$ cat config.mk
export PLATFORM = sky130hd
export DESIGN_NAME = tra_top
export DESIGN_NICKNAME = d
export VERILOG_FILES = /design/src/rtl/tra_sync.v /design/src/rtl/tra_top.v /design/src/rtl/tra_wdog.v
export VERILOG_INCLUDE_DIRS = /design/src /design/src/shared
export SDC_FILE = /design/constraint.sdc
export NUM_CORES = 1
export LEC_CHECK = 0
export BUFFER_PORTS_ARGS = -buffer_cell sky130_fd_sc_hd__buf_2
export CORE_MARGIN = 1.5
export CORE_UTILIZATION = 60
export DETAILED_ROUTE_END_ITERATION = 6
export GPL_ROUTABILITY_DRIVEN = 0
export HOLD_SLACK_MARGIN = 0.05
export PLACE_DENSITY = 0.87
export SLEW_MARGIN = 30
export SYNTH_ARGS = -nofsm -noshare
export SYNTH_HDL_FRONTEND = slang
export SYNTH_SLANG_ARGS = --single-unit
$ cat constraint.sdc
create_clock -name core_clk -period 14.6 [get_ports core_clk]
set_clock_uncertainty 0.2 [all_clocks]
set_input_delay 2.19 -clock core_clk [delete_from_list [all_inputs] [get_ports core_clk]]
set_output_delay 2.19 -clock core_clk [all_outputs]
set_load 0.02 [all_outputs]
$ cat src/shared/tra_regs.vh
// register map, field positions, reset values and timing for terminal register access
`ifndef TRA_REGS_VH
`define TRA_REGS_VH
// ========================================
// control and status byte fields
`define TRA_CTL_REGACC_BIT 7
`define TRA_CTL_WRITE_BIT 6
`define TRA_CTL_ADDR_MSB 5
`define TRA_CTL_ADDR_LSB 0
// ========================================
// register numbers
`define TRA_ADDR_FW_REV 6'h09
`define TRA_ADDR_CODE_WORD 6'h1F
`define TRA_ADDR_CONFIG 6'h20
`define TRA_ADDR_USER_OFFSET 6'h21
`define TRA_ADDR_USER_GAIN 6'h22
`define TRA_ADDR_USER_ON_VALUE 6'h23
// first number of the user register range; the code word at this number stays writable while locked
`define TRA_ADDR_USER_FIRST 6'h1F
// ========================================
// configuration fields
`define TRA_CFG_SCALE_EN_BIT 0
`define TRA_CFG_WDOG_EN_BIT 2
`define TRA_CFG_USER_ON_BIT 8
// ========================================
// values
`define TRA_UNLOCK_VALUE 16'h1235
`define TRA_RST_CONFIG 16'h0006
`define TRA_RST_USER_GAIN 16'h0100
`define TRA_RST_USER_OFFSET 16'h0000
`define TRA_RST_USER_ON_VALUE 16'h0000
`define TRA_RST_CODE_WORD 16'h0000
// ========================================
// timing
`define TRA_WDOG_TIMEOUT_MS 100
`define TRA_CLK_HZ 50000000
`define TRA_WDOG_CYCLES ((`TRA_WDOG_TIMEOUT_MS * `TRA_CLK_HZ) / 1000)
`endif

$ cat src/rtl/tra_sync.v
// two-flop synchroniser for a bus of external inputs
`timescale 1ns/1ps
module tra_sync #(
	parameter WIDTH = 25
) (
	input wire core_clk,
	input wire sys_rst,
	input wire [WIDTH-1:0] async_in,
	output wire [WIDTH-1:0] sync_out
);
	reg [WIDTH-1:0] stage1_reg;
	reg [WIDTH-1:0] stage2_reg;
	always @(posedge core_clk or posedge sys_rst) begin
		if (sys_rst) begin
			stage1_reg <= {WIDTH{1'b0}};
			stage2_reg <= {WIDTH{1'b0}};
		end else begin
			stage1_reg <= async_in;
			stage2_reg <= stage1_reg;
		end
	end
	assign sync_out = stage2_reg;
endmodule // tra_sync

$ cat src/rtl/tra_top.v
// register access logic of a single-channel output terminal
// Functional notes
// - control bit 7 set marks the cycle as a register access
// - control bit 6 set means write, clear means read
// - control bits 5..0 give the register number 0..63
// - read receipt returns the control byte unchanged in status
// - write receipt returns the control byte with only bit 6 cleared
// - read places the addressed register contents in the inbound word
// - outbound word ignored on read, holds new value on write
// - frames are control or status byte, data high, data low
// - user registers reject writes while locked, code word always writable
// - writing the unlock value to the code word lifts protection
// - any other code word value reinstates protection
// - configuration writes only take effect after the next restart; here a restart reloads the defaults, so written values are lost
// - user switch-on selected drives user value after reset or watchdog
// - user scaling applied only while scaling enable is set
// - user gain comes up with its default after reset
// - register nine returns firmware revision as two ascii characters
// - watchdog runs only while watchdog enable is set, default set
// - without user select the manufacturer switch-on value is used
// - code word returns to locked on every restart
`timescale 1ns/1ps
`include "tra_regs.vh"
module tra_top #(
	parameter [15:0] FW_REVISION = 16'h5858, // arbitrary value
	parameter [15:0] MFR_ON_VALUE = 16'h0000,
	parameter WDOG_CYCLES = `TRA_WDOG_CYCLES
) (
	input wire core_clk,
	input wire sys_rst,
	input wire frame_strobe,
	input wire [7:0] out_byte0,
	input wire [7:0] out_byte1,
	input wire [7:0] out_byte2,
	input wire [15:0] process_output,
	output reg [7:0] in_byte0,
	output reg [7:0] in_byte1,
	output reg [7:0] in_byte2,
	output reg [15:0] channel_output,
	output reg user_scaling_active,
	output reg [15:0] active_scale_offset,
	output reg [15:0] active_scale_gain,
	output reg write_protect_active
);
	// ========================================
	// input synchronisation
	wire [24:0] sync_bus;
	wire frame_sync;
	wire [7:0] control_byte;
	wire [15:0] outbound_data_word;
	reg frame_prev_reg;
	tra_sync #(.WIDTH(25)) u_sync (
		.core_clk(core_clk),
		.sys_rst(sys_rst),
		.async_in({frame_strobe, out_byte0, out_byte1, out_byte2}),
		.sync_out(sync_bus)
	);
	assign frame_sync = sync_bus[24];
	assign control_byte = sync_bus[23:16];
	// high byte first on the wire
	assign outbound_data_word = sync_bus[15:0];
	// process_output comes from same-clock logic, not synchronised
	wire frame_pulse;
	assign frame_pulse = frame_sync & ~frame_prev_reg;
	// ========================================
	// decode
	wire is_reg_access;
	wire is_write;
	wire [5:0] reg_addr;
	assign is_reg_access = control_byte[`TRA_CTL_REGACC_BIT];
	assign is_write = control_byte[`TRA_CTL_WRITE_BIT];
	assign reg_addr = control_byte[`TRA_CTL_ADDR_MSB:`TRA_CTL_ADDR_LSB];
	function is_user_reg;
		input [5:0] a;
		begin
			is_user_reg = (a >= `TRA_ADDR_USER_FIRST) && (a <= `TRA_ADDR_USER_ON_VALUE);
		end
	endfunction
	// ========================================
	// registers: stored values and restart-latched active copies
	reg [15:0] code_word_reg;
	reg [15:0] config_reg;
	reg [15:0] user_offset_reg;
	reg [15:0] user_gain_reg;
	reg [15:0] user_on_value_reg;
	reg [15:0] cfg_active_reg;
	reg [15:0] offset_active_reg;
	reg [15:0] gain_active_reg;
	reg [15:0] on_value_active_reg;
	reg [7:0] last_control_reg;
	reg access_done_reg;
	reg power_on_pending_reg;
	reg startup_reg;
	wire unlocked;
	wire new_access;
	wire write_ok;
	assign unlocked = (code_word_reg == `TRA_UNLOCK_VALUE);
	// one evaluation per access, not repeated on received cycles while the control byte is unchanged
	assign new_access = frame_pulse && is_reg_access
		&& (!access_done_reg || control_byte != last_control_reg);
	assign write_ok = new_access && is_write
		&& ((reg_addr == `TRA_ADDR_CODE_WORD) || (is_user_reg(reg_addr) && unlocked));
	// ========================================
	// register read mux
	function [15:0] read_mux;
		input [5:0] a;
		input [15:0] cw;
		input [15:0] cf;
		input [15:0] uo;
		input [15:0] ug;
		input [15:0] uv;
		begin
			case (a)
				`TRA_ADDR_FW_REV: read_mux = FW_REVISION;
				`TRA_ADDR_CODE_WORD: read_mux = cw;
				`TRA_ADDR_CONFIG: read_mux = cf;
				`TRA_ADDR_USER_OFFSET: read_mux = uo;
				`TRA_ADDR_USER_GAIN: read_mux = ug;
				`TRA_ADDR_USER_ON_VALUE: read_mux = uv;
				default: read_mux = 16'h0000;
			endcase
		end
	endfunction
	// ========================================
	// writes
	always @(posedge core_clk or posedge sys_rst) begin
		if (sys_rst) begin
			code_word_reg <= `TRA_RST_CODE_WORD;
			config_reg <= `TRA_RST_CONFIG;
			user_offset_reg <= `TRA_RST_USER_OFFSET;
			user_gain_reg <= `TRA_RST_USER_GAIN;
			user_on_value_reg <= `TRA_RST_USER_ON_VALUE;
			frame_prev_reg <= 1'b0;
			last_control_reg <= 8'h00;
			access_done_reg <= 1'b0;
		end else begin
			frame_prev_reg <= frame_sync;
			if (frame_pulse) begin
				last_control_reg <= control_byte;
				access_done_reg <= is_reg_access;
			end
			// outbound word only used on a write
			if (write_ok) begin
				case (reg_addr)
					`TRA_ADDR_CODE_WORD: code_word_reg <= outbound_data_word;
					`TRA_ADDR_CONFIG: config_reg <= outbound_data_word;
					`TRA_ADDR_USER_OFFSET: user_offset_reg <= outbound_data_word;
					`TRA_ADDR_USER_GAIN: user_gain_reg <= outbound_data_word;
					`TRA_ADDR_USER_ON_VALUE: user_on_value_reg <= outbound_data_word;
					default: code_word_reg <= code_word_reg;
				endcase
			end
		end
	end
	// ========================================
	// active copies taken once after reset release
	always @(posedge core_clk or posedge sys_rst) begin
		if (sys_rst) begin
			startup_reg <= 1'b1;
			cfg_active_reg <= `TRA_RST_CONFIG;
			offset_active_reg <= `TRA_RST_USER_OFFSET;
			gain_active_reg <= `TRA_RST_USER_GAIN;
			on_value_active_reg <= `TRA_RST_USER_ON_VALUE;
		end else begin
			startup_reg <= 1'b0;
			if (startup_reg) begin
				cfg_active_reg <= config_reg;
				offset_active_reg <= user_offset_reg;
				gain_active_reg <= user_gain_reg;
				on_value_active_reg <= user_on_value_reg;
			end
		end
	end
	// ========================================
	// watchdog
	wire wdog_expired;
	tra_wdog #(.TIMEOUT_CYCLES(WDOG_CYCLES)) u_wdog (
		.core_clk(core_clk),
		.sys_rst(sys_rst),
		.enable(cfg_active_reg[`TRA_CFG_WDOG_EN_BIT]),
		.kick(frame_pulse),
		.expired_pulse(wdog_expired)
	);
	// ========================================
	// output value selection
	wire [15:0] switch_on_value;
	assign switch_on_value = cfg_active_reg[`TRA_CFG_USER_ON_BIT]
		? on_value_active_reg : MFR_ON_VALUE;
	always @(posedge core_clk or posedge sys_rst) begin
		if (sys_rst) begin
			power_on_pending_reg <= 1'b1;
			channel_output <= 16'h0000;
			user_scaling_active <= 1'b0;
			active_scale_offset <= 16'h0000;
			active_scale_gain <= `TRA_RST_USER_GAIN;
			write_protect_active <= 1'b1;
		end else begin
			write_protect_active <= ~unlocked;
			user_scaling_active <= cfg_active_reg[`TRA_CFG_SCALE_EN_BIT];
			active_scale_offset <= offset_active_reg;
			active_scale_gain <= gain_active_reg;
			if (startup_reg) begin
				power_on_pending_reg <= 1'b1;
			end else if (wdog_expired) begin
				power_on_pending_reg <= 1'b1;
				channel_output <= switch_on_value;
			end else if (frame_pulse && !is_reg_access) begin
				power_on_pending_reg <= 1'b0;
				channel_output <= process_output;
			end else if (power_on_pending_reg) begin
				channel_output <= switch_on_value;
			end
		end
	end
	// ========================================
	// receipt and inbound word, held until the next new access or process data frame
	always @(posedge core_clk or posedge sys_rst) begin
		if (sys_rst) begin
			in_byte0 <= 8'h00;
			in_byte1 <= 8'h00;
			in_byte2 <= 8'h00;
		end else if (new_access) begin
			if (is_write) begin
				in_byte0 <= control_byte & 8'hBF;
				// inbound word left as is, invalid after a write
			end else begin
				in_byte0 <= control_byte;
				{in_byte1, in_byte2} <= read_mux(reg_addr, code_word_reg, config_reg,
					user_offset_reg, user_gain_reg, user_on_value_reg);
			end
		end else if (frame_pulse && !is_reg_access) begin
			in_byte0 <= control_byte;
			{in_byte1, in_byte2} <= channel_output;
		end
	end
endmodule // tra_top

$ cat src/rtl/tra_wdog.v
// process data watchdog: counts cycles since the last received frame
`timescale 1ns/1ps
`include "tra_regs.vh"
module tra_wdog #(
	parameter TIMEOUT_CYCLES = `TRA_WDOG_CYCLES
) (
	input wire core_clk,
	input wire sys_rst,
	input wire enable,
	input wire kick,
	output reg expired_pulse
);
	reg [31:0] count_reg;
	reg [31:0] count_next;
	reg expired_next;
	always @* begin
		count_next = count_reg;
		expired_next = 1'b0;
		if (!enable || kick) begin
			count_next = 32'h00000000;
		end else if (count_reg == TIMEOUT_CYCLES - 1) begin
			count_next = 32'h00000000;
			expired_next = 1'b1;
		end else begin
			count_next = count_reg + 32'h00000001;
		end
	end
	always @(posedge core_clk or posedge sys_rst) begin
		if (sys_rst) begin
			count_reg <= 32'h00000000;
			expired_pulse <= 1'b0;
		end else begin
			count_reg <= count_next;
			expired_pulse <= expired_next;
		end
	end
endmodule // tra_wdog

==> flow_metrics.env, run 1 <==
export IMPL_start_util=0.6191
export IMPL_cts_resized_gates=0
export IMPL_critPathMaxStageDelay_ps=700
export IMPL_setup_ws_ps=10660
export IMPL_final_common_cell="dfrtp_1"
export IMPL_mostFrequentLayoutCells="dfrtp_1, mux2_2, buf_2"
export IMPL_yosys_warnings=0
export IMPL_power_share_switching=0.2271
export IMPL_viasPerCell=5.982
export IMPL_setup_viol=0
export IMPL_period_minus_slack_ps=3939
export IMPL_p_sw_w=0.0004009
export IMPL_p_leak_nw=6.533
export IMPL_crit_chain="buf_2, inv_8, buf_6, buf_6"
export IMPL_die_width_um=142.9
export IMPL_ios=117
export IMPL_cp_max_fo=121
export IMPL_finalSetupTns_ps=0
export IMPL_clockBufferDepth=3
export IMPL_largest_reg_flops=32
export IMPL_tightest_slew_ps=973.5
export IMPL_path_class="in2async"
export IMPL_syn_area_um2=11740
export IMPL_ys_ff_latch=299
export IMPL_finalCritPeriodShare=0.2698
export IMPL_antenna_cells=0
export IMPL_dp_slack_ps=9940
export IMPL_fin_nets=991
export IMPL_grt_overflow_total=0
export IMPL_p_int_w=0.001365
export IMPL_synth_flop_cell="dfrtp_1"
export IMPL_cts_tree="done"
export IMPL_rows=50
export IMPL_synthArstFlopShare=1.000
export IMPL_port_buffers=116
export IMPL_syn_inst=834
export IMPL_synth_edf_count=0
export IMPL_yosysUniqueCellTypes=53
export IMPL_routed_wl_um=25680
export IMPL_place_inst=1176
export IMPL_fp_dieH_um=142.9
export IMPL_cts_root_buf="clkbuf_16"
export IMPL_core_area_um2=18960
export IMPL_slew_viol_final=0
export IMPL_cts_sinks=299
export IMPL_htree_levels=1
export IMPL_utilization=0.7126
export IMPL_hold_path_class="reg2reg"
export IMPL_synth_fp_nets=878
export IMPL_ant_nets=0
export IMPL_drt_pass1_iterations=5
export IMPL_cpMostUsedCell="buf_6"
export IMPL_rsz0062_at_grt="false"
export IMPL_fin_cells=1229
export IMPL_cp_required_ps=14970
export IMPL_power_frac_clock=0.429
export IMPL_numCtsBuffers=29
export IMPL_vias=7352
export IMPL_arrival_ps=4310
export IMPL_worst_setup_path_end_kind="async pin"
export IMPL_hold_viol_final=0
export IMPL_grtUsageTotal=0.2596
export IMPL_grt_start_max_net_pins=122
export IMPL_syn2layout_area_growth_pct=15.10
export IMPL_status="completed"
export IMPL_clk_pin_slew_ps=60
export IMPL_grt_pass1_vias=7345
export IMPL_max_freq_mhz=253.8
export IMPL_power_density_nw_per_um2=130.7
export IMPL_antenna_found_initial=0
export IMPL_cap_violations=0
export IMPL_slew_headroom=0.3456
export IMPL_power_frac_seq=0.500
export IMPL_hold_ws_ps=146.2
export IMPL_grt_pass1_wl_um=40710
export IMPL_drive_above_1_share=0.3818
export IMPL_syn_avg_cell_area_um2=14.07
export IMPL_combPwrFrac=0.071
export IMPL_ir_drop_v=0.00009939
export IMPL_hpwl_um=15590
export IMPL_synth_seq_area_share=0.6385
export IMPL_dieArea_um2=20410
export IMPL_drt_iter0_markers=650
export IMPL_cts_hold_buffers=0
export IMPL_start_kind="primary input"
export IMPL_post_cts_repair_setup_buffers=0
export IMPL_cpMaxStageDelayCell="buf_6"
export IMPL_drc_errors=0
export IMPL_detail_route_wl_per_cell_um=20.90
export IMPL_clk_insertion_delay_late_ps=540
[worst paths after layout]
kind,from,end,slack (ps),cells after the start
setup / recovery,sys_rst,gain_active_reg[9],10660,4
max in group core_clk,write_protect_active,write_protect_active,11000,1
min in group asynchronous,sys_rst,active_scale_gain[10],1590,2
hold / removal,u_sync.stage1_reg[17],u_sync.sync_out[17],150,0
hold reg to reg,u_sync.stage1_reg[17],u_sync.sync_out[17],150,0
setup reg to reg,u_sync.sync_out[24],user_gain_reg[9],11050,5
[power groups by stage]
stage                     sequential, W  combinational (W)  clock (W)
after floorplan                0.000917          0.0000600          0
after CTS                      0.000883           0.000126   0.000768
after global placement         0.000895           0.000122          0
after global routing           0.000886           0.000137   0.000803
final                          0.000883           0.000125   0.000758
after detailed placement       0.000897           0.000125          0
[metal layers]
metal	wire, um	up-vias	track usage
met5	0	-	0
met3	1979	65	0.05064
li1	-	3198	-
met2	12210	351	0.4073
met4	652	0	0.08356
met1	10840	3738	0.3702
[synthesized netlist by cell type, types with 4 or more instances]
cell	n	area, um^2
a221o_1	6	60.06
a222oi_1	10	100.1
a22o_1	10	87.58
a31oi_1	16	100.1
and3_1	8	50.05
and4_1	5	43.79
buf_2	15	75.07
clkbuf_1	23	86.33
dfrtp_1	290	7257
dfstp_2	9	236.5
inv_1	17	63.81
mux2_2	169	1903
mux2i_1	10	100.1
mux4_2	6	135.1
nand2_1	46	172.7
nand3_1	28	140.1
nand4_1	14	87.58
nor2_1	53	198.9
nor4_1	7	43.79
nor4b_1	8	70.07
or3_1	4	25.02
xnor2_1	20	175.2
xor2_1	15	131.4
[stage by stage]
step	total power (W)	instance area (um^2)
global placement	0.001016	12520
global route	0.001827	13510
detailed placement	0.001022	12530
finish	0.001766	13510
floorplan	0.0009773	11740
CTS	0.001777	13510
[cell families after synthesis]
kind of cell | after synthesis | share of synthesized area
AO/OA/AOI/OAI | 54 | 0.03753
XOR/XNOR | 35 | 0.02612
adder cells (fa/ha/maj) | 1 | 0.001066
buffers and inverters | 61 | 0.02345
flip-flops | 299 | 0.6385
multiplexers | 185 | 0.1822
other | 1 | 0.0003195
AND/OR/NAND/NOR | 198 | 0.09083
[layout make-up]
type / count / area (um^2)
fillers: 1182 / 5448
repair buffers: 126 / 663.1
clock inverters: 10 / 153.9
flip-flops and latches: 299 / 7493
multi-input cells: 474 / 3983
well taps: 260 / 325.3
clock buffers: 43 / 818.3
inverters: 17 / 71.32
[critical path: cells and delay by family]
kind	cells	cell delay [ps]
buf+inv	4	2020
No activity file was read; power rests on OpenSTA's default activity.
==> run 2: changes to the inputs <==
--- a/config.mk
+++ b/config.mk
@@ -8,11 +8,11 @@
 export LEC_CHECK = 0
 export BUFFER_PORTS_ARGS = -buffer_cell sky130_fd_sc_hd__buf_2
 export CORE_MARGIN = 1.5
-export CORE_UTILIZATION = 60
+export CORE_UTILIZATION = 53
 export DETAILED_ROUTE_END_ITERATION = 6
 export GPL_ROUTABILITY_DRIVEN = 0
 export HOLD_SLACK_MARGIN = 0.05
-export PLACE_DENSITY = 0.87
+export PLACE_DENSITY = 0.82
 export SLEW_MARGIN = 30
 export SYNTH_ARGS = -nofsm -noshare
 export SYNTH_HDL_FRONTEND = slang
==> constraint.sdc (replaced) <==
create_clock -name core_clk -period 3.2 [get_ports core_clk]
set_clock_uncertainty 0.2 [all_clocks]
set_input_delay 0.48 -clock core_clk [delete_from_list [all_inputs] [get_ports core_clk]]
set_output_delay 0.48 -clock core_clk [all_outputs]
set_load 0.02 [all_outputs]
==> flow_metrics.env, run 2 (synthesis results as in run 1) <==
export IMPL_antenna_found_initial=0
export IMPL_power_density_nw_per_um2=594.1
export IMPL_p_leak_nw=6.826
export IMPL_htree_levels=1
export IMPL_worst_hold_path_endpoint="u_sync.sync_out[13]"
export IMPL_drc_errors=0
export IMPL_hold_path_class="reg2reg"
export IMPL_crit_chain="and3b_1, and4_1, nand3_2, mux2_2"
export IMPL_grtUsageTotal=0.2312
export IMPL_rsz0062_at_grt="false"
export IMPL_slew_viol_final=0
export IMPL_numCtsBuffers=30
export IMPL_design_area_um2=14200
export IMPL_fin_cells=1306
export IMPL_fin_nets=1046
export IMPL_r2r_end="code_word_reg[12]"
export IMPL_worstSetupStartpoint="u_sync.sync_out[21]"
export IMPL_hpwl_um=16590
export IMPL_detail_route_wl_per_cell_um=20.07
export IMPL_crit_reg2reg_launch="u_sync.sync_out[21]"
export IMPL_cp_max_fo=17
export IMPL_reg2reg_depth=4
export IMPL_arrival_ps=3020
export IMPL_finalSetupTns_ps=0
export IMPL_hold_viol_final=0
export IMPL_largest_reg_flops=32
export IMPL_cp_required_ps=3430
export IMPL_clk_insertion_delay_late_ps=550
export IMPL_hold_path_depth=0
export IMPL_port_buffers=116
export IMPL_grt_pass1_wl_um=42710
export IMPL_drive_above_1_share=0.3762
export IMPL_rrSetupSlack_ps=410
export IMPL_tightest_slew_ps=770.1
export IMPL_place_inst=1208
export IMPL_drt_pass1_iterations=5
export IMPL_worst_setup_path_end_kind="flip-flop"
export IMPL_grt_overflow_total=0
export IMPL_critPathMaxStageDelay_ps=680
export IMPL_dpl_instance_area_um2=12700
export IMPL_cts_sinks=299
export IMPL_cts_resized_gates=0
export IMPL_start_kind="flip-flop"
export IMPL_max_freq_mhz=358.4
export IMPL_cts_root_buf="clkbuf_16"
export IMPL_grt_start_max_net_pins=85
export IMPL_path_class="reg2reg"
export IMPL_rows=54
export IMPL_cts_tree="done"
export IMPL_ant_nets=0
export IMPL_finalCritPeriodShare=0.8719
export IMPL_start_util=0.5395
export IMPL_final_common_cell="dfrtp_1"
export IMPL_die_width_um=151.8
export IMPL_ir_drop_v=0.0004228
export IMPL_period_minus_slack_ps=2790
export IMPL_vias=7407
export IMPL_fillers=1479
export IMPL_clk_pin_slew_ps=60
export IMPL_cpMaxStageDelayCell="and4_1"
export IMPL_fp_dieH_um=151.8
export IMPL_grt_pass1_vias=7664
export IMPL_core_area_um2=21760
export IMPL_viasPerCell=5.672
export IMPL_drt_iter0_markers=589
export IMPL_routed_wl_um=26220
export IMPL_mostFrequentLayoutCells="dfrtp_1, mux2_2, buf_2"
export IMPL_clockBufferDepth=3
export IMPL_setup_viol=0
export IMPL_cap_violations=0
export IMPL_syn2layout_area_growth_pct=20.98
export IMPL_worstHoldStart="u_sync.stage1_reg[13]"
export IMPL_status="completed"
export IMPL_ios=117
export IMPL_dieArea_um2=23050
export IMPL_slew_headroom=0.4853
export IMPL_antenna_cells=0
-- run 2: cell count changes in the layout (fill, tap and decap cells not counted), moves of 2 or more --
cell	before	now
buf_12	0	5
buf_4	8	17
buf_6	2	0
bufinv_16	4	6
clkbuf_16	29	31
clkinvlp_4	0	2
dlygate4sd3_1	0	42
-- run 2: final cells by class --
type,instances,area [um^2],share of cell area
flip-flops and latches,299,7493,0.5278
clock buffers,43,850.8,0.05992
inverters,17,67.56,0.004759
well taps,280,350.3,0.02467
clock inverters,13,221.5,0.01560
multi-input cells,474,3986,0.2808
repair buffers,180,1229,0.08654
-- run 2: worst max path at each step --
| stage | end | slack, ps | cells after the start |
|---|---|---|---|
| floorplan | active_scale_gain[0] | -1450 | 1 |
| detailed placement | code_word_reg[3] | 560 | 4 |
| global placement | code_word_reg[1] | 610 | 4 |
| CTS | code_word_reg[12] | 510 | 4 |
| finish | code_word_reg[12] | 410 | 4 |
| global route | code_word_reg[2] | 350 | 4 |
-- run 2: power by group --
group          switching, W  leakage, nW  internal [W]
Clock               0.00144        0.523       0.00233
Sequential         0.000114         3.94       0.00393
Combinational      0.000364         2.36      0.000257
Total               0.00192         6.83       0.00652
-- run 2: timing repair --
item                      CTS  global route
buffers inserted            0             0
hold buffers               42             0
hold endpoints to repair   51             0
-- run 2: per-stage QoR --
stage | setup WS, ps | hold WS [ps] | power [W] | utilization
3_3_place_gp | 614.8 | 133.1 | 0.004663 | 0.5836
3_5_place_dp | 559.0 | 134.7 | 0.004686 | 0.5839
2_1_floorplan | -1446 | 131.2 | 0.004460 | -
4_1_cts | 509.0 | 147.8 | 0.008492 | 0.6525
5_1_grt | 348.7 | 149.8 | 0.008707 | 0.6526
6_report | 409.9 | 145.1 | 0.008436 | 0.6526
-- run 2: worst max-delay path: cells and delay by family, from the launching register on --
kind	cells	cell delay, ps
muxes	1	470
DFF	1	450
and+or+nand+nor	3	1550
-- run 2: metal layers --
layer	track usage	wire, um	part of all wire	vias up
li1	-	-	-	3313
met1	0.3296	11330	0.43	3774
met2	0.3678	12630	0.48	279
met3	0.04050	1675	0.064	41
met4	0.06750	588	0.022	0
met5	0	0	0	-
